<file path="config.mk">
export PLATFORM = sky130hd
export DESIGN_NAME = iom_io_irq_pin_mux
export DESIGN_NICKNAME = d
export VERILOG_FILES = /design/src/inc/iom_pkg.sv /design/src/hw/iom_io_irq_pin_mux.sv
export SDC_FILE = /design/constraint.sdc
export NUM_CORES = 1
export LEC_CHECK = 0
export BUFFER_PORTS_ARGS = -buffer_cell sky130_fd_sc_hd__clkbuf_2
export CORE_MARGIN = 2
export CORE_UTILIZATION = 35
export CTS_CLUSTER_SIZE = 10
export DETAILED_ROUTE_END_ITERATION = 10
export PLACE_DENSITY = 0.56
export SYNTH_ARGS = -nofsm -noshare
export SYNTH_HDL_FRONTEND = slang
export SYNTH_SLANG_ARGS = --single-unit
</file>
<file path="constraint.sdc">
create_clock -name clk_i -period 1.6 [get_ports clk_i]
set_input_delay 0.24 -clock clk_i [delete_from_list [all_inputs] [get_ports clk_i]]
set_output_delay 0.24 -clock clk_i [all_outputs]
set_load 0.02 [all_outputs]
</file>
<file path="src/inc/iom_pkg.sv">
package iom_pkg;

   // ==========================================================
   // sizes
   localparam int IOM_NPIN = 21;
   localparam int IOM_NID = 7;
   localparam int IOM_NSLOT = 4;

   // ==========================================================
   // register byte offsets
   localparam logic [7:0] IOM_OFS_MASK0 = 8'h00;
   localparam logic [7:0] IOM_OFS_MASK1 = 8'h04;
   localparam logic [7:0] IOM_OFS_MASK2 = 8'h08;
   localparam logic [7:0] IOM_OFS_EDGE = 8'h0C;
   localparam logic [7:0] IOM_OFS_FLAG0 = 8'h10;
   localparam logic [7:0] IOM_OFS_FLAG1 = 8'h14;
   localparam logic [7:0] IOM_OFS_FLAG2 = 8'h18;
   localparam logic [7:0] IOM_OFS_GROUP = 8'h1C;
   localparam logic [7:0] IOM_OFS_LOC = 8'h20;
   localparam logic [7:0] IOM_OFS_ANALOG = 8'h24;
   localparam logic [7:0] IOM_OFS_FSEL0 = 8'h28;
   localparam logic [7:0] IOM_OFS_FSEL1 = 8'h2C;
   localparam logic [7:0] IOM_OFS_FSEL2 = 8'h30;
   localparam logic [7:0] IOM_OFS_PRIO = 8'h34;

   // ==========================================================
   // reset values and field positions
   localparam logic [7:0] IOM_RST_REG = 8'h00;
   localparam int IOM_LOC_U0 = 0;
   localparam int IOM_LOC_U1 = 1;
   localparam int IOM_LOC_T4 = 4;
   localparam int IOM_LOC_T3 = 5;
   localparam int IOM_LOC_T1 = 6;
   localparam int IOM_PRI_P0_LSB = 0;
   localparam int IOM_PRI_U0_T1 = 2;
   localparam int IOM_PRI_T1_T4 = 3;
   localparam int IOM_PRI_U1_T3 = 4;
   localparam int IOM_PRI_U0_U1 = 5;
   localparam int IOM_PIN_DD = 17;
   localparam int IOM_PIN_DC = 18;
   localparam int IOM_PIN_XQ2 = 19;
   localparam int IOM_PIN_XQ1 = 20;

   // ==========================================================
   // peripheral ids and pin maps (slot order = ascending pin, but descending for timer 1 pairs at location 1)
   localparam logic [2:0] IOM_U0 = 3'h0;
   localparam logic [2:0] IOM_U1 = 3'h1;
   localparam logic [2:0] IOM_T1LO = 3'h2;
   localparam logic [2:0] IOM_T1HI = 3'h3;
   localparam logic [2:0] IOM_T1C4 = 3'h4;
   localparam logic [2:0] IOM_T3 = 3'h5;
   localparam logic [2:0] IOM_T4 = 3'h6;
   localparam logic [4:0] IOM_NONE = 5'h1F;
   localparam logic [4:0] IOM_MAP [IOM_NID][2][IOM_NSLOT] = '{
      '{'{5'h02, 5'h03, 5'h04, 5'h05}, '{5'h0A, 5'h0B, 5'h0C, 5'h0D}},
      '{'{5'h02, 5'h03, 5'h04, 5'h05}, '{5'h0C, 5'h0D, 5'h0E, 5'h0F}},
      '{'{5'h02, 5'h03, 5'h1F, 5'h1F}, '{5'h0A, 5'h09, 5'h1F, 5'h1F}},
      '{'{5'h04, 5'h05, 5'h1F, 5'h1F}, '{5'h08, 5'h07, 5'h1F, 5'h1F}},
      '{'{5'h06, 5'h1F, 5'h1F, 5'h1F}, '{5'h06, 5'h1F, 5'h1F, 5'h1F}},
      '{'{5'h0B, 5'h0C, 5'h1F, 5'h1F}, '{5'h0E, 5'h0F, 5'h1F, 5'h1F}},
      '{'{5'h08, 5'h09, 5'h1F, 5'h1F}, '{5'h10, 5'h13, 5'h1F, 5'h1F}}};
   // slots given up by a usart: flow pins in uart mode with flow control off, ssn as spi master
   localparam logic [3:0] IOM_FLOW_SLOTS [2][2] = '{'{4'hC, 4'h3}, '{4'h3, 4'h3}};
   localparam logic [3:0] IOM_SSN_SLOTS [2][2] = '{'{4'h4, 4'h1}, '{4'h1, 4'h1}};

   // ==========================================================
   // carriers
   typedef struct packed {
      logic [3:0] dout;
      logic [3:0] doe;
      logic uart_mode;
      logic flow_en;
      logic spi_master;
   } iom_usart_t;

   typedef struct packed {
      logic [4:0] dout;
      logic [4:0] doe;
   } iom_timer_t;

endpackage

</file>
<file path="src/hw/iom_io_irq_pin_mux.sv">
// Local design decisions: the placing of the registers and the Wishbone slave port.
`timescale 1ns/100ps
module iom_io_irq_pin_mux (
   // clock and reset
   input wire logic clk_i,
   input wire logic rst_i,
   // wishbone slave
   input wire logic wb_cyc_i,
   input wire logic wb_stb_i,
   input wire logic wb_we_i,
   input wire logic [7:0] wb_adr_i,
   input wire logic [3:0] wb_sel_i,
   input wire logic [31:0] wb_dat_i,
   output logic [31:0] wb_dat_o,
   output logic wb_ack_o,
   // pins
   input wire logic [iom_pkg::IOM_NPIN-1:0] pin_in_i,
   output logic [iom_pkg::IOM_NPIN-1:0] pin_out_o,
   output logic [iom_pkg::IOM_NPIN-1:0] pin_oe_n_o,
   // general-purpose port logic
   input wire logic [iom_pkg::IOM_NPIN-1:0] gpio_dout_i,
   input wire logic [iom_pkg::IOM_NPIN-1:0] gpio_dir_i,
   // peripherals
   input wire iom_pkg::iom_usart_t usart0_i,
   input wire iom_pkg::iom_usart_t usart1_i,
   input wire iom_pkg::iom_timer_t timer1_i,
   input wire iom_pkg::iom_timer_t timer3_i,
   input wire iom_pkg::iom_timer_t timer4_i,
   output logic [3:0] usart0_in_o,
   output logic [3:0] usart1_in_o,
   output logic [4:0] timer1_in_o,
   output logic [1:0] timer3_in_o,
   output logic [1:0] timer4_in_o,
   // debug, clock and analog control
   input wire logic debug_mode_i,
   input wire logic [1:0] debug_dout_i,
   input wire logic [1:0] debug_doe_i,
   input wire logic slow_osc_source_select_i,
   output logic debug_pull_dis_o,
   output logic crystal_oscillator_analog_o,
   output logic [7:0] adc_in_en_o,
   // interrupt and dma
   output logic [2:0] cpu_port_irq_o,
   output logic port0_dma_trigger_o,
   output logic port1_dma_trigger_o
);
   import iom_pkg::*;

   // ==========================================================
   // registers
   logic [IOM_NPIN-1:0] pin_irq_mask_r;
   logic [IOM_NPIN-1:0] pin_irq_flags_r;
   logic [IOM_NPIN-1:0] pin_function_select_r;
   logic [2:0] edge_select_control_r;
   logic [2:0] group_irq_enable_r;
   logic [7:0] peripheral_location_control_r;
   logic [7:0] analog_pin_enable_r;
   logic [5:0] prio_r;
   logic [IOM_NPIN-1:0] s1_r;
   logic [IOM_NPIN-1:0] s2_r;
   logic [IOM_NPIN-1:0] s3_r;
   logic [IOM_NPIN-1:0] evt;
   logic [IOM_NPIN-1:0] flag_clr;
   logic [IOM_NPIN-1:0] mux_out;
   logic [IOM_NPIN-1:0] mux_oe;
   logic [IOM_NPIN-1:0] claim [IOM_NID];
   logic [IOM_NPIN-1:0] pval [IOM_NID];
   logic [IOM_NPIN-1:0] poe [IOM_NID];
   logic [3:0] sdo [IOM_NID];
   logic [3:0] sdoe [IOM_NID];
   logic [3:0] sin [IOM_NID];
   logic [IOM_NID-1:0] loc;
   logic wr_en;
   logic [31:0] rd_data;

   // ==========================================================
   // wishbone access
   assign wr_en = wb_cyc_i & wb_stb_i & wb_we_i & wb_ack_o & wb_sel_i[0];

   always_ff @(posedge clk_i) begin
      if (rst_i) begin
         wb_ack_o <= 1'b0;
      end else begin
         wb_ack_o <= wb_cyc_i & wb_stb_i & ~wb_ack_o;
      end
   end

   always_ff @(posedge clk_i) begin
      if (rst_i) begin
         wb_dat_o <= 32'h0000_0000;
      end else if (wb_cyc_i & wb_stb_i & ~wb_ack_o) begin
         wb_dat_o <= rd_data;
      end
   end

   always_comb begin
      rd_data = 32'h0000_0000;
      case ({wb_adr_i[7:2], 2'b00})
         IOM_OFS_MASK0: rd_data[7:0] = pin_irq_mask_r[7:0];
         IOM_OFS_MASK1: rd_data[7:0] = pin_irq_mask_r[15:8];
         IOM_OFS_MASK2: rd_data[4:0] = pin_irq_mask_r[20:16];
         IOM_OFS_EDGE: rd_data[2:0] = edge_select_control_r;
         IOM_OFS_FLAG0: rd_data[7:0] = pin_irq_flags_r[7:0];
         IOM_OFS_FLAG1: rd_data[7:0] = pin_irq_flags_r[15:8];
         IOM_OFS_FLAG2: rd_data[4:0] = pin_irq_flags_r[20:16];
         IOM_OFS_GROUP: rd_data[2:0] = group_irq_enable_r;
         IOM_OFS_LOC: rd_data[7:0] = peripheral_location_control_r;
         IOM_OFS_ANALOG: rd_data[7:0] = analog_pin_enable_r;
         IOM_OFS_FSEL0: rd_data[7:0] = pin_function_select_r[7:0];
         IOM_OFS_FSEL1: rd_data[7:0] = pin_function_select_r[15:8];
         IOM_OFS_FSEL2: rd_data[4:0] = pin_function_select_r[20:16];
         IOM_OFS_PRIO: rd_data[5:0] = prio_r;
         default: rd_data = 32'h0000_0000;
      endcase
   end

   // ==========================================================
   // control registers
   always_ff @(posedge clk_i) begin
      if (rst_i) begin
         pin_irq_mask_r <= '0;
         pin_function_select_r <= '0;
         edge_select_control_r <= IOM_RST_REG[2:0];
         group_irq_enable_r <= IOM_RST_REG[2:0];
         peripheral_location_control_r <= IOM_RST_REG;
         analog_pin_enable_r <= IOM_RST_REG;
         prio_r <= IOM_RST_REG[5:0];
      end else if (wr_en) begin
         case ({wb_adr_i[7:2], 2'b00})
            IOM_OFS_MASK0: pin_irq_mask_r[7:0] <= wb_dat_i[7:0];
            IOM_OFS_MASK1: pin_irq_mask_r[15:8] <= wb_dat_i[7:0];
            IOM_OFS_MASK2: pin_irq_mask_r[20:16] <= wb_dat_i[4:0];
            IOM_OFS_EDGE: edge_select_control_r <= wb_dat_i[2:0];
            IOM_OFS_GROUP: group_irq_enable_r <= wb_dat_i[2:0];
            IOM_OFS_LOC: peripheral_location_control_r <= wb_dat_i[7:0];
            IOM_OFS_ANALOG: analog_pin_enable_r <= wb_dat_i[7:0];
            IOM_OFS_FSEL0: pin_function_select_r[7:0] <= wb_dat_i[7:0];
            IOM_OFS_FSEL1: pin_function_select_r[15:8] <= wb_dat_i[7:0];
            IOM_OFS_FSEL2: pin_function_select_r[20:16] <= wb_dat_i[4:0];
            IOM_OFS_PRIO: prio_r <= wb_dat_i[5:0];
            default: prio_r <= prio_r;
         endcase
      end
   end

   // ==========================================================
   // pin synchronisers
   always_ff @(posedge clk_i) begin
      if (rst_i) begin
         s1_r <= '0;
         s2_r <= '0;
         s3_r <= '0;
      end else begin
         s1_r <= pin_in_i;
         s2_r <= s1_r;
         s3_r <= s2_r;
      end
   end

   // ==========================================================
   // per-pin edge detect and flag clear decode
   for (genvar i = 0; i < IOM_NPIN; i++) begin : g_evt
      localparam int P = (i < 8) ? 0 : ((i < 16) ? 1 : 2);
      localparam int B = i - 8 * P;
      localparam logic [7:0] FOFS = (P == 0) ? IOM_OFS_FLAG0 : ((P == 1) ? IOM_OFS_FLAG1 : IOM_OFS_FLAG2);
      // edge seen regardless of pin function or direction
      assign evt[i] = edge_select_control_r[P] ? (s3_r[i] & ~s2_r[i]) : (s2_r[i] & ~s3_r[i]);
      assign flag_clr[i] = wr_en & ({wb_adr_i[7:2], 2'b00} == FOFS) & ~wb_dat_i[B];
   end

   // ==========================================================
   // interrupt flags, set wins over clear
   always_ff @(posedge clk_i) begin
      if (rst_i) begin
         pin_irq_flags_r <= '0;
      end else begin
         pin_irq_flags_r <= evt | (pin_irq_flags_r & ~flag_clr);
      end
   end

   // ==========================================================
   // port requests and dma triggers
   always_ff @(posedge clk_i) begin
      if (rst_i) begin
         cpu_port_irq_o <= 3'h0;
         port0_dma_trigger_o <= 1'b0;
         port1_dma_trigger_o <= 1'b0;
      end else begin
         cpu_port_irq_o[0] <= group_irq_enable_r[0] & |(pin_irq_flags_r[7:0] & pin_irq_mask_r[7:0]);
         cpu_port_irq_o[1] <= group_irq_enable_r[1] & |(pin_irq_flags_r[15:8] & pin_irq_mask_r[15:8]);
         cpu_port_irq_o[2] <= group_irq_enable_r[2] & |(pin_irq_flags_r[20:16] & pin_irq_mask_r[20:16]);
         port0_dma_trigger_o <= |evt[7:0];
         port1_dma_trigger_o <= |evt[15:8];
      end
   end

   // ==========================================================
   // peripheral slots, locations and claims
   assign loc[IOM_U0] = peripheral_location_control_r[IOM_LOC_U0];
   assign loc[IOM_U1] = peripheral_location_control_r[IOM_LOC_U1];
   assign loc[IOM_T1LO] = peripheral_location_control_r[IOM_LOC_T1];
   assign loc[IOM_T1HI] = peripheral_location_control_r[IOM_LOC_T1];
   assign loc[IOM_T1C4] = peripheral_location_control_r[IOM_LOC_T1];
   assign loc[IOM_T3] = peripheral_location_control_r[IOM_LOC_T3];
   assign loc[IOM_T4] = peripheral_location_control_r[IOM_LOC_T4];

   always_comb begin
      sdo[IOM_U0] = usart0_i.dout;
      sdoe[IOM_U0] = usart0_i.doe;
      sdo[IOM_U1] = usart1_i.dout;
      sdoe[IOM_U1] = usart1_i.doe;
      sdo[IOM_T1LO] = {2'b00, timer1_i.dout[1:0]};
      sdoe[IOM_T1LO] = {2'b00, timer1_i.doe[1:0]};
      sdo[IOM_T1HI] = {2'b00, timer1_i.dout[3:2]};
      sdoe[IOM_T1HI] = {2'b00, timer1_i.doe[3:2]};
      sdo[IOM_T1C4] = {3'b000, timer1_i.dout[4]};
      sdoe[IOM_T1C4] = {3'b000, timer1_i.doe[4]};
      sdo[IOM_T3] = {2'b00, timer3_i.dout[1:0]};
      sdoe[IOM_T3] = {2'b00, timer3_i.doe[1:0]};
      sdo[IOM_T4] = {2'b00, timer4_i.dout[1:0]};
      sdoe[IOM_T4] = {2'b00, timer4_i.doe[1:0]};
   end

   function automatic logic [3:0] released(input iom_usart_t u, input int id, input logic l);
      logic [3:0] r;
      r = 4'h0;
      if (u.uart_mode && !u.flow_en) begin
         r = IOM_FLOW_SLOTS[id][l];
      end else if (!u.uart_mode && u.spi_master) begin
         r = IOM_SSN_SLOTS[id][l];
      end
      return r;
   endfunction

   always_comb begin
      logic [4:0] pn;
      logic [3:0] rel;
      pn = IOM_NONE;
      rel = 4'h0;
      for (int id = 0; id < IOM_NID; id++) begin
         claim[id] = '0;
         pval[id] = '0;
         poe[id] = '0;
         sin[id] = 4'h0;
         rel = (id == int'(IOM_U0)) ? released(usart0_i, 0, loc[id]) :
               (id == int'(IOM_U1)) ? released(usart1_i, 1, loc[id]) : 4'h0;
         for (int s = 0; s < IOM_NSLOT; s++) begin
            pn = IOM_MAP[id][loc[id]][s];
            if (pn != IOM_NONE) begin
               claim[id][pn] = ~rel[s];
               pval[id][pn] = sdo[id][s];
               poe[id][pn] = sdoe[id][s];
               sin[id][s] = s2_r[pn];
            end
         end
      end
   end

   // ==========================================================
   // priority between peripherals sharing a pin
   function automatic logic [2:0] p0_rank(input logic [2:0] id, input logic [1:0] f);
      logic [2:0] r;
      r = 3'h7;
      if (id <= IOM_T1C4) begin
         case (f)
            2'b00: r = (id == IOM_U0) ? 3'h0 : ((id == IOM_U1) ? 3'h1 : 3'h2);
            2'b01: r = (id == IOM_U1) ? 3'h0 : ((id == IOM_U0) ? 3'h1 : 3'h2);
            2'b10: r = (id == IOM_T1LO) ? 3'h0 : ((id == IOM_U1) ? 3'h1 : ((id == IOM_U0) ? 3'h2 : 3'h3));
            default: r = (id == IOM_T1HI) ? 3'h0 : ((id == IOM_U0) ? 3'h1 : ((id == IOM_U1) ? 3'h2 : 3'h3));
         endcase
      end
      return r;
   endfunction

   function automatic logic [2:0] p1_class(input logic [2:0] id);
      logic [2:0] c;
      c = id;
      if (id == IOM_T1HI || id == IOM_T1C4) begin
         c = IOM_T1LO;
      end
      return c;
   endfunction

   function automatic logic beats(input logic [2:0] q, input logic [2:0] p, input int pin, input logic [5:0] pr);
      logic [2:0] cq;
      logic [2:0] cp;
      logic [5:0] pair;
      logic lo_wins;
      cq = p1_class(q);
      cp = p1_class(p);
      pair = (cq < cp) ? {cq, cp} : {cp, cq};
      case (pair)
         {IOM_U0, IOM_U1}: lo_wins = ~pr[IOM_PRI_U0_U1];
         {IOM_U0, IOM_T1LO}: lo_wins = ~pr[IOM_PRI_U0_T1];
         {IOM_U1, IOM_T3}: lo_wins = ~pr[IOM_PRI_U1_T3];
         {IOM_T1LO, IOM_T4}: lo_wins = ~pr[IOM_PRI_T1_T4];
         {IOM_U0, IOM_T3}: lo_wins = ~(pr[IOM_PRI_U0_U1] & pr[IOM_PRI_U1_T3]);
         default: lo_wins = 1'b1;
      endcase
      if (pin < 8) begin
         beats = p0_rank(q, pr[IOM_PRI_P0_LSB +: 2]) < p0_rank(p, pr[IOM_PRI_P0_LSB +: 2]);
      end else begin
         beats = (cq < cp) ? lo_wins : ((cq > cp) ? ~lo_wins : 1'b0);
      end
   endfunction

   for (genvar i = 0; i < IOM_NPIN; i++) begin : g_mux
      always_comb begin
         logic beaten;
         logic [IOM_NID-1:0] win;
         beaten = 1'b0;
         win = '0;
         for (int p = 0; p < IOM_NID; p++) begin
            beaten = 1'b0;
            for (int q = 0; q < IOM_NID; q++) begin
               if (claim[q][i] && beats(q[2:0], p[2:0], i, prio_r)) begin
                  beaten = 1'b1;
               end
            end
            win[p] = claim[p][i] & ~beaten;
         end
         mux_out[i] = 1'b0;
         mux_oe[i] = 1'b0;
         for (int p = 0; p < IOM_NID; p++) begin
            mux_out[i] = mux_out[i] | (win[p] & pval[p][i]);
            mux_oe[i] = mux_oe[i] | (win[p] & poe[p][i]);
         end
      end

      // pin driver: crystal, debug, analog, peripheral, then gpio
      always_ff @(posedge clk_i) begin
         if (rst_i) begin
            pin_out_o[i] <= 1'b0;
            pin_oe_n_o[i] <= 1'b1;
         end else if ((i == IOM_PIN_XQ1 || i == IOM_PIN_XQ2) && !slow_osc_source_select_i) begin
            pin_out_o[i] <= 1'b0;
            pin_oe_n_o[i] <= 1'b1;
         end else if ((i == IOM_PIN_DD || i == IOM_PIN_DC) && debug_mode_i) begin
            pin_out_o[i] <= debug_dout_i[(i == IOM_PIN_DC) ? 1 : 0];
            pin_oe_n_o[i] <= ~debug_doe_i[(i == IOM_PIN_DC) ? 1 : 0];
         end else if (i < 8 && analog_pin_enable_r[i % 8]) begin
            pin_out_o[i] <= 1'b0;
            pin_oe_n_o[i] <= 1'b1;
         end else if (pin_function_select_r[i]) begin
            pin_out_o[i] <= mux_out[i];
            pin_oe_n_o[i] <= ~mux_oe[i];
         end else begin
            pin_out_o[i] <= gpio_dout_i[i];
            pin_oe_n_o[i] <= ~gpio_dir_i[i];
         end
      end
   end

   // ==========================================================
   // peripheral inputs and analog controls
   always_ff @(posedge clk_i) begin
      if (rst_i) begin
         usart0_in_o <= 4'h0;
         usart1_in_o <= 4'h0;
         timer1_in_o <= 5'h00;
         timer3_in_o <= 2'h0;
         timer4_in_o <= 2'h0;
         adc_in_en_o <= 8'h00;
         debug_pull_dis_o <= 1'b0;
         crystal_oscillator_analog_o <= 1'b1;
      end else begin
         usart0_in_o <= sin[IOM_U0];
         usart1_in_o <= sin[IOM_U1];
         timer1_in_o <= {sin[IOM_T1C4][0], sin[IOM_T1HI][1:0], sin[IOM_T1LO][1:0]};
         timer3_in_o <= sin[IOM_T3][1:0];
         timer4_in_o <= sin[IOM_T4][1:0];
         adc_in_en_o <= analog_pin_enable_r;
         debug_pull_dis_o <= debug_mode_i;
         crystal_oscillator_analog_o <= ~slow_osc_source_select_i;
      end
   end

endmodule

</file>
==> results of run 1 <==
==> stage by stage <==
| stage | setup TNS [ns] | setup WS (ns) | util [%] |
|---|---|---|---|
| after floorplan | -0.152 | -0.0438 | - |
| after global placement | -11.14 | -0.209 | 43.6 |
| after detailed placement | -13.36 | -0.236 | 43.6 |
| after CTS | -0.0642 | -0.0635 | 49.2 |
| after global routing | -0.234 | -0.0785 | 49.3 |
| final | -0.0181 | -0.0181 | 49.3 |
==> power breakdown <==
| group | leakage, nW | switching (mW) | internal (mW) | total [mW] |
|---|---|---|---|---|
| sequential | 1.93 | 0.0839 | 6.05 | 6.13 |
| clock | 0.383 | 2.39 | 3.23 | 5.62 |
| combinational | 3.74 | 0.699 | 0.584 | 1.28 |
==> worst register-to-register path, delay by kind of cell, from the launching register on <==
kind / cells / cell delay (ns)
and+or+nand+nor: 1 / 0.12
AOI/OAI and AO/OA: 3 / 0.84
DFF: 1 / 0.35
adders and majority gates: 1 / 0.15
buffers and inverters: 1 / 0.05
==> placed cells by master (no fill, tap or decap), types with 19 or more instances in the layout <==
master / netlist / layout
dfxtp_1: 236 / 229
clkbuf_2: 0 / 210
buf_4: 27 / 116
nor2b_1: 100 / 98
nor2_1: 93 / 93
mux2i_1: 75 / 75
dlygate4sd3_1: 0 / 74
a21oi_1: 70 / 70
nand2_1: 52 / 52
o21ai_0: 36 / 36
clkbuf_16: 0 / 28
conb_1: 1 / 24
a22oi_1: 20 / 20
nand3_1: 19 / 19
inv_1: 20 / 19
==> what timing repair did <==
| action | CTS | global route |
|---|---|---|
| resized for setup | 13 | 9 |
| hold endpoints to repair | 68 | 0 |
| pin swaps | 5 | 4 |
| setup endpoints to repair | 7 | 16 |
| hold buffers | 74 | 0 |
| setup buffers | 1 | 0 |
==> cell type report <==
cell class / count / area, um2 / share of cell area, %
sequential: 236 / 4740 / 34.3
tap: 378 / 473 / 3.42
clock inverter: 3 / 40.0 / 0.290
multi-input combinational: 721 / 4890 / 35.4
clock buffer: 34 / 743 / 5.38
timing repair buffer: 410 / 2850 / 20.7
inverter: 20 / 75.1 / 0.544
==> layer usage <==
metal	vias to the layer above	part of all wire, %	global-route usage (%)	routed length [um]
li1	4432	-	-	-
met1	4336	44	28.0	14900
met2	367	47	37.1	15900
met3	69	6.2	4.04	2100
met4	0	3.4	7.56	1150
met5	-	0	0	0
==> cell families (layout without fill, tap and decap cells) <==
| logic type | after synthesis | count (layout) |
|---|---|---|
| other | 1 | 24 |
| buffers and inverters | 114 | 467 |
| adders and majority gates | 3 | 3 |
| muxes | 89 | 89 |
| AOI/OAI and AO/OA | 230 | 230 |
| and+or+nand+nor | 375 | 375 |
| DFF | 236 | 236 |
==> cells in the mapped netlist (all sizes together), types with 5 or more instances <==
cell / number / area share, %
dfxtp: 236 / 47
inv: 20 / 0.75
o32ai: 5 / 0.44
a211o: 9 / 0.79
mux4: 11 / 2.6
a22o: 5 / 0.45
nor3: 10 / 0.50
nand3b: 8 / 0.60
a221oi: 7 / 0.61
nor2b: 100 / 6.2
nand4: 20 / 1.6
and2: 8 / 0.50
nand3: 19 / 0.95
a311oi: 8 / 0.70
and3: 8 / 0.50
o21ai: 36 / 1.8
nor2: 93 / 3.5
clkbuf: 40 / 1.5
nor3b: 18 / 1.3
a211oi: 10 / 0.75
or3b: 6 / 0.52
buf: 54 / 3.4
mux2i: 75 / 7.5
a21oi: 70 / 3.5
a31oi: 13 / 0.81
o211ai: 6 / 0.45
nand2: 52 / 1.9
a22oi: 20 / 1.5
nand2b: 13 / 0.81
==> flip-flops by register name, summed over array words and instances (netlist names), 21 cells and up <==
signal,flops
pin_irq_mask_r,21
pin_out_o,21
s1_r,21
s3_r,21
pin_function_select_r,21
s2_r,21
pin_oe_n_o,21
pin_irq_flags_r,21
==> worst min path at each step <==
stage | depth (start not counted) | startpoint | to
CTS | 2 | debug_mode_i | debug_pull_dis_o
detailed placement | 2 | gpio_dir_i[20] | pin_oe_n_o[20]
global route | 3 | usart0_i[8] | pin_out_o[3]
floorplan | 1 | gpio_dir_i[0] | pin_oe_n_o[0]
global placement | 2 | gpio_dir_i[0] | pin_oe_n_o[0]
finish | 3 | usart0_i[8] | pin_out_o[3]
==> flow_summary.json, run 1 <==
{
  "coreArea_um2": 28000,
  "setup_slack_ns": -0.0181,
  "chipWidth_um": 173,
  "crit_chain": "inv_2 -> ha_4 -> nor2b_4 -> a2111o_1 -> o21a_1 -> a31o_2",
  "yosys.area_share.simple_pct": 21.0,
  "cts_root_buf": "clkbuf_16",
  "die_y_um": 173,
  "worstPathArrival_ns": 2.06,
  "pin_count": 277,
  "hold_viol": 0,
  "cts_tree": "done",
  "synth_seq_cells": 236,
  "drc": 0,
  "cts_made_buffers": 28,
  "synth_edf_count": 0,
  "skew_ns": 0.0129,
  "path_depth": 6,
  "dpl.hpwl_mm": 25.1,
  "drive_gt1_share_pct": 29.8,
  "cp_top_family": "compound AO/OA/AOI/OAI gates",
  "track_usage_pct": 21.9,
  "syn_avg_cell_area_um2": 9.57,
  "timing.hold.ws_ns": 0.0119,
  "drv_cap": 0,
  "start_kind": "flop",
  "drv_slew": 0,
  "diodes": 0,
  "slew_headroom_pct": 65.1,
  "routed_via_density": 5.11,
  "rows": 61,
  "p_leak_nw": 6.05,
  "cts.sinks": 236,
  "fin_cells": 1802,
  "grt-ovfl-total": 0,
  "io_buffer_count": 211,
  "yosysSeqAreaShare_pct": 47.1,
  "synth_xor_area_share_pct": 0,
  "synth_area_um2": 10000,
  "synth-compound-area-share_pct": 15.4,
  "failed_checks": "setup timing",
  "place_inst": 1690,
  "fmax_ghz": 0.618,
  "cts_buffer_depth": 3,
  "grt_pass1_vias": 8979,
  "hp-class": "input port to flop",
  "vdd_drop_max_mv": 0.623,
  "initialDrtViolationCount": 564,
  "max_stage_delay_ns": 0.42,
  "r2r_end": "pin_oe_n_o[3]",
  "setup_viol": 1,
  "muxShareOfSynthArea_pct": 10.4,
  "crit_fanout": 4,
  "max_slew.worst_pin.slew_ns": 0.522,
  "globalplace.congestion": 0.939,
  "r2r_cells": 6,
  "vias": 9204,
  "synth_fa_ha_area_share_pct": 0.374,
  "grt_max_degree": 71,
  "clk_pin_slew_worst_paths_ns": 0.06,
  "drtPass1Iterations": 5,
  "placed_cell_area_um2": 12200,
  "fin_crit_sh_pct": 101,
  "synth_flop_cell": "dfxtp_1",
  "fin_nets": 1590,
  "wire_per_inst_um": 18.9,
  "endpoint_kind": "flop",
  "clk_latency_ns": 0.56,
  "cp.required_ns": 2.05,
  "synth_top_family_by_area": "simple AND/OR/NAND/NOR gates",
  "status": "complete, but fails checks",
  "antenna_found_initial": 0,
  "rsz0062_at_grt": "true",
  "htreeDepth": 1,
  "fillCellCount": 2712,
  "wirelength_mm": 34.1,
  "die-area_um2": 30000,
  "rrSetupSlack_ns": -0.02,
  "ys_types": 71,
  "power.total_mw": 13.0,
  "start_util_pct": 35.8,
  "fin_crit_ns": 1.62,
  "detail-route-antenna-nets": 0,
  "critPathKind": "flop to flop",
  "reg2reg_from": "prio_r[0]",
  "crit_start": "prio_r[0]",
  "ys_async_sr_fraction_pct": 0,
  "grt_pass1_wl_mm": 51.4,
  "cp_slowest_cell": "a2111o_1",
  "fin_area_um2": 13800,
  "crit_end": "pin_oe_n_o[3]",
  "powerDensity_nw_per_um2": 944,
  "yosys_warnings": 0,
  "area_growth_pct": 37.7,
  "path_buf_inv": 1,
  "netlist_instances": 1048
}
No activity file was read; power rests on OpenSTA's default activity.
==> run 2, diff against run 1 <==
Settings changed: CTS_BUF_LIST set to sky130_fd_sc_hd__clkbuf_2.
==> flow_summary.json, run 2 (synthesis gave the netlist of run 1 again) <==
{
  "status": "complete, but fails checks",
  "failed_checks": "setup timing",
  "setup_slack_ns": -0.0252,
  "critPathKind": "flop to flop",
  "max_stage_delay_ns": 0.42,
  "cts_root_buf": "clkbuf_2",
  "cp.required_ns": 2.35,
  "clk_latency_ns": 0.87,
  "fillCellCount": 2589,
  "pin_count": 277,
  "clk_pin_slew_worst_paths_ns": 0.12,
  "powerDensity_nw_per_um2": 817,
  "timing.hold.ws_ns": 0.0275,
  "hp-class": "input port to flop",
  "rrSetupSlack_ns": -0.03,
  "initialDrtViolationCount": 520,
  "drc": 0,
  "slew_headroom_pct": 64.9,
  "rows": 61,
  "grt_pass1_vias": 9852,
  "wirelength_mm": 37.4,
  "crit_chain": "inv_2 -> ha_4 -> nor2b_4 -> a2111o_1 -> o21a_1 -> a31o_2",
  "area_growth_pct": 52.1,
  "cts_buffer_depth": 3,
  "grt_max_degree": 71,
  "htreeDepth": 3,
  "drtPass1Iterations": 5,
  "vdd_drop_max_mv": 0.459,
  "r2r_cells": 6,
  "globalplace.congestion": 0.939,
  "rsz0062_at_grt": "true",
  "fin_crit_sh_pct": 102,
  "cp_slowest_cell": "a2111o_1",
  "placed_cell_area_um2": 12200,
  "path_depth": 6,
  "seqCellArea_um2": 4830,
  "fin_crit_ns": 1.63,
  "r2r_end": "pin_oe_n_o[3]",
  "crit_start": "prio_r[0]",
  "final_cell_mix": "clkbuf_2 (227), dfxtp_1 (158), dlygate4sd3_1 (137)",
  "grt_pass1_wl_mm": 55.3,
  "cts.sinks": 236,
  "utilization_pct": 54.4,
  "endpoint_kind": "flop",
  "power.total_mw": 12.5,
  "drive_gt1_share_pct": 37.2,
  "final_common_cell": "clkbuf_2",
  "worstPathArrival_ns": 2.37,
  "crit_end": "pin_oe_n_o[3]",
  "reg2reg_from": "prio_r[0]",
  "drv_slew": 0,
  "hold_viol": 0,
  "track_usage_pct": 23.7,
  "skew_ns": 0.0968,
  "drv_cap": 0,
  "die_y_um": 173,
  "vias": 9906,
  "cp_top_family": "compound AO/OA/AOI/OAI gates",
  "cts_tree": "done",
  "setup_viol": 5,
  "multiInputGateArea_um2": 4930,
  "p_leak_nw": 6.72,
  "detail-route-antenna-nets": 0,
  "cts_made_buffers": 67,
  "max_slew.worst_pin.slew_ns": 0.527,
  "path_buf_inv": 1,
  "crit_fanout": 4,
  "fmax_ghz": 0.615,
  "antenna_found_initial": 2,
  "chipWidth_um": 173,
  "io_buffer_count": 211,
  "grt-ovfl-total": 0,
  "wire_per_inst_um": 19.1,
  "dpl.hpwl_mm": 25.1,
  "start_kind": "flop",
  "die-area_um2": 30000,
  "fin_area_um2": 15200,
  "start_util_pct": 35.8,
  "min_path_cells": 5,
  "routed_via_density": 5.07,
  "fin_nets": 1704,
  "coreArea_um2": 28000
}
==> run 2: cell types whose count changed in the layout (fill, tap and decap cells not counted), sizes merged <==
cell	previous run	this run
buf	126	216
bufinv	0	3
dlygate4sd3	74	137
clkbuf	244	229
diode	0	1
inv	20	21
clkinv	3	11
==> run 2: cell type report <==
class	instances	area share, %
Tap cell	378	3.10
Antenna cell	1	0.0164
Timing Repair Buffer	485	28.2
Multi-Input combinational cell	721	32.4
Sequential cell	236	31.7
Clock inverter	15	0.968
Inverter	20	0.492
Clock buffer	97	3.18
==> run 2: repair_timing <==
action,in CTS,in global routing
endpoints found under the hold margin,179,2
pin swaps,5,9
gates resized for setup,175,162
gates cloned,0,1
setup endpoints to repair,70,115
setup buffers,6,6
hold buffers,136,1
==> run 2: how the worst min path moves through the flow <==
stage | slack (ns) | startpoint | end
6_report | 0.03 | wb_adr_i[7] | wb_dat_o[4]
5_1_grt | 0.02 | wb_adr_i[7] | wb_dat_o[4]
4_1_cts | -0.29 | usart1_i[4] | pin_oe_n_o[13]
3_5_place_dp | 0.39 | gpio_dir_i[20] | pin_oe_n_o[20]
3_3_place_gp | 0.39 | gpio_dir_i[0] | pin_oe_n_o[0]
2_1_floorplan | 0.30 | gpio_dir_i[0] | pin_oe_n_o[0]
==> run 2: metal layers <==
layer  up-vias  part of all wire, %  GRT usage [%]
li1       4714                    -              -
met4         0                  3.3           9.75
met5         -                    0              0
met3        79                  6.7           5.29
met1      4690                   42           29.3
met2       423                   48           39.9
==> run 2: power breakdown <==
part	internal [mW]	switching (mW)	total (mW)	leakage (nW)
clock network	2.10	2.62	4.72	0.477
registers	6.05	0.110	6.16	1.95
logic	0.821	0.758	1.58	4.29
==> run 2: stage by stage <==
stage | cells | setup WS [ns] | setup TNS [ns]
after detailed placement | 1690 | -0.236 | -13.36
after CTS | 1944 | -0.0782 | -0.518
final | 1953 | -0.0252 | -0.0698
after global placement | 1690 | -0.209 | -11.14
after global routing | 1953 | -0.109 | -1.60
after floorplan | 1071 | -0.0438 | -0.152
==> run 2: worst min-delay path: cells and delay by family <==
family	cells	cell delay, ns
simple gates	2	0.19
compound gates	1	0.08
buf+inv	2	0.36
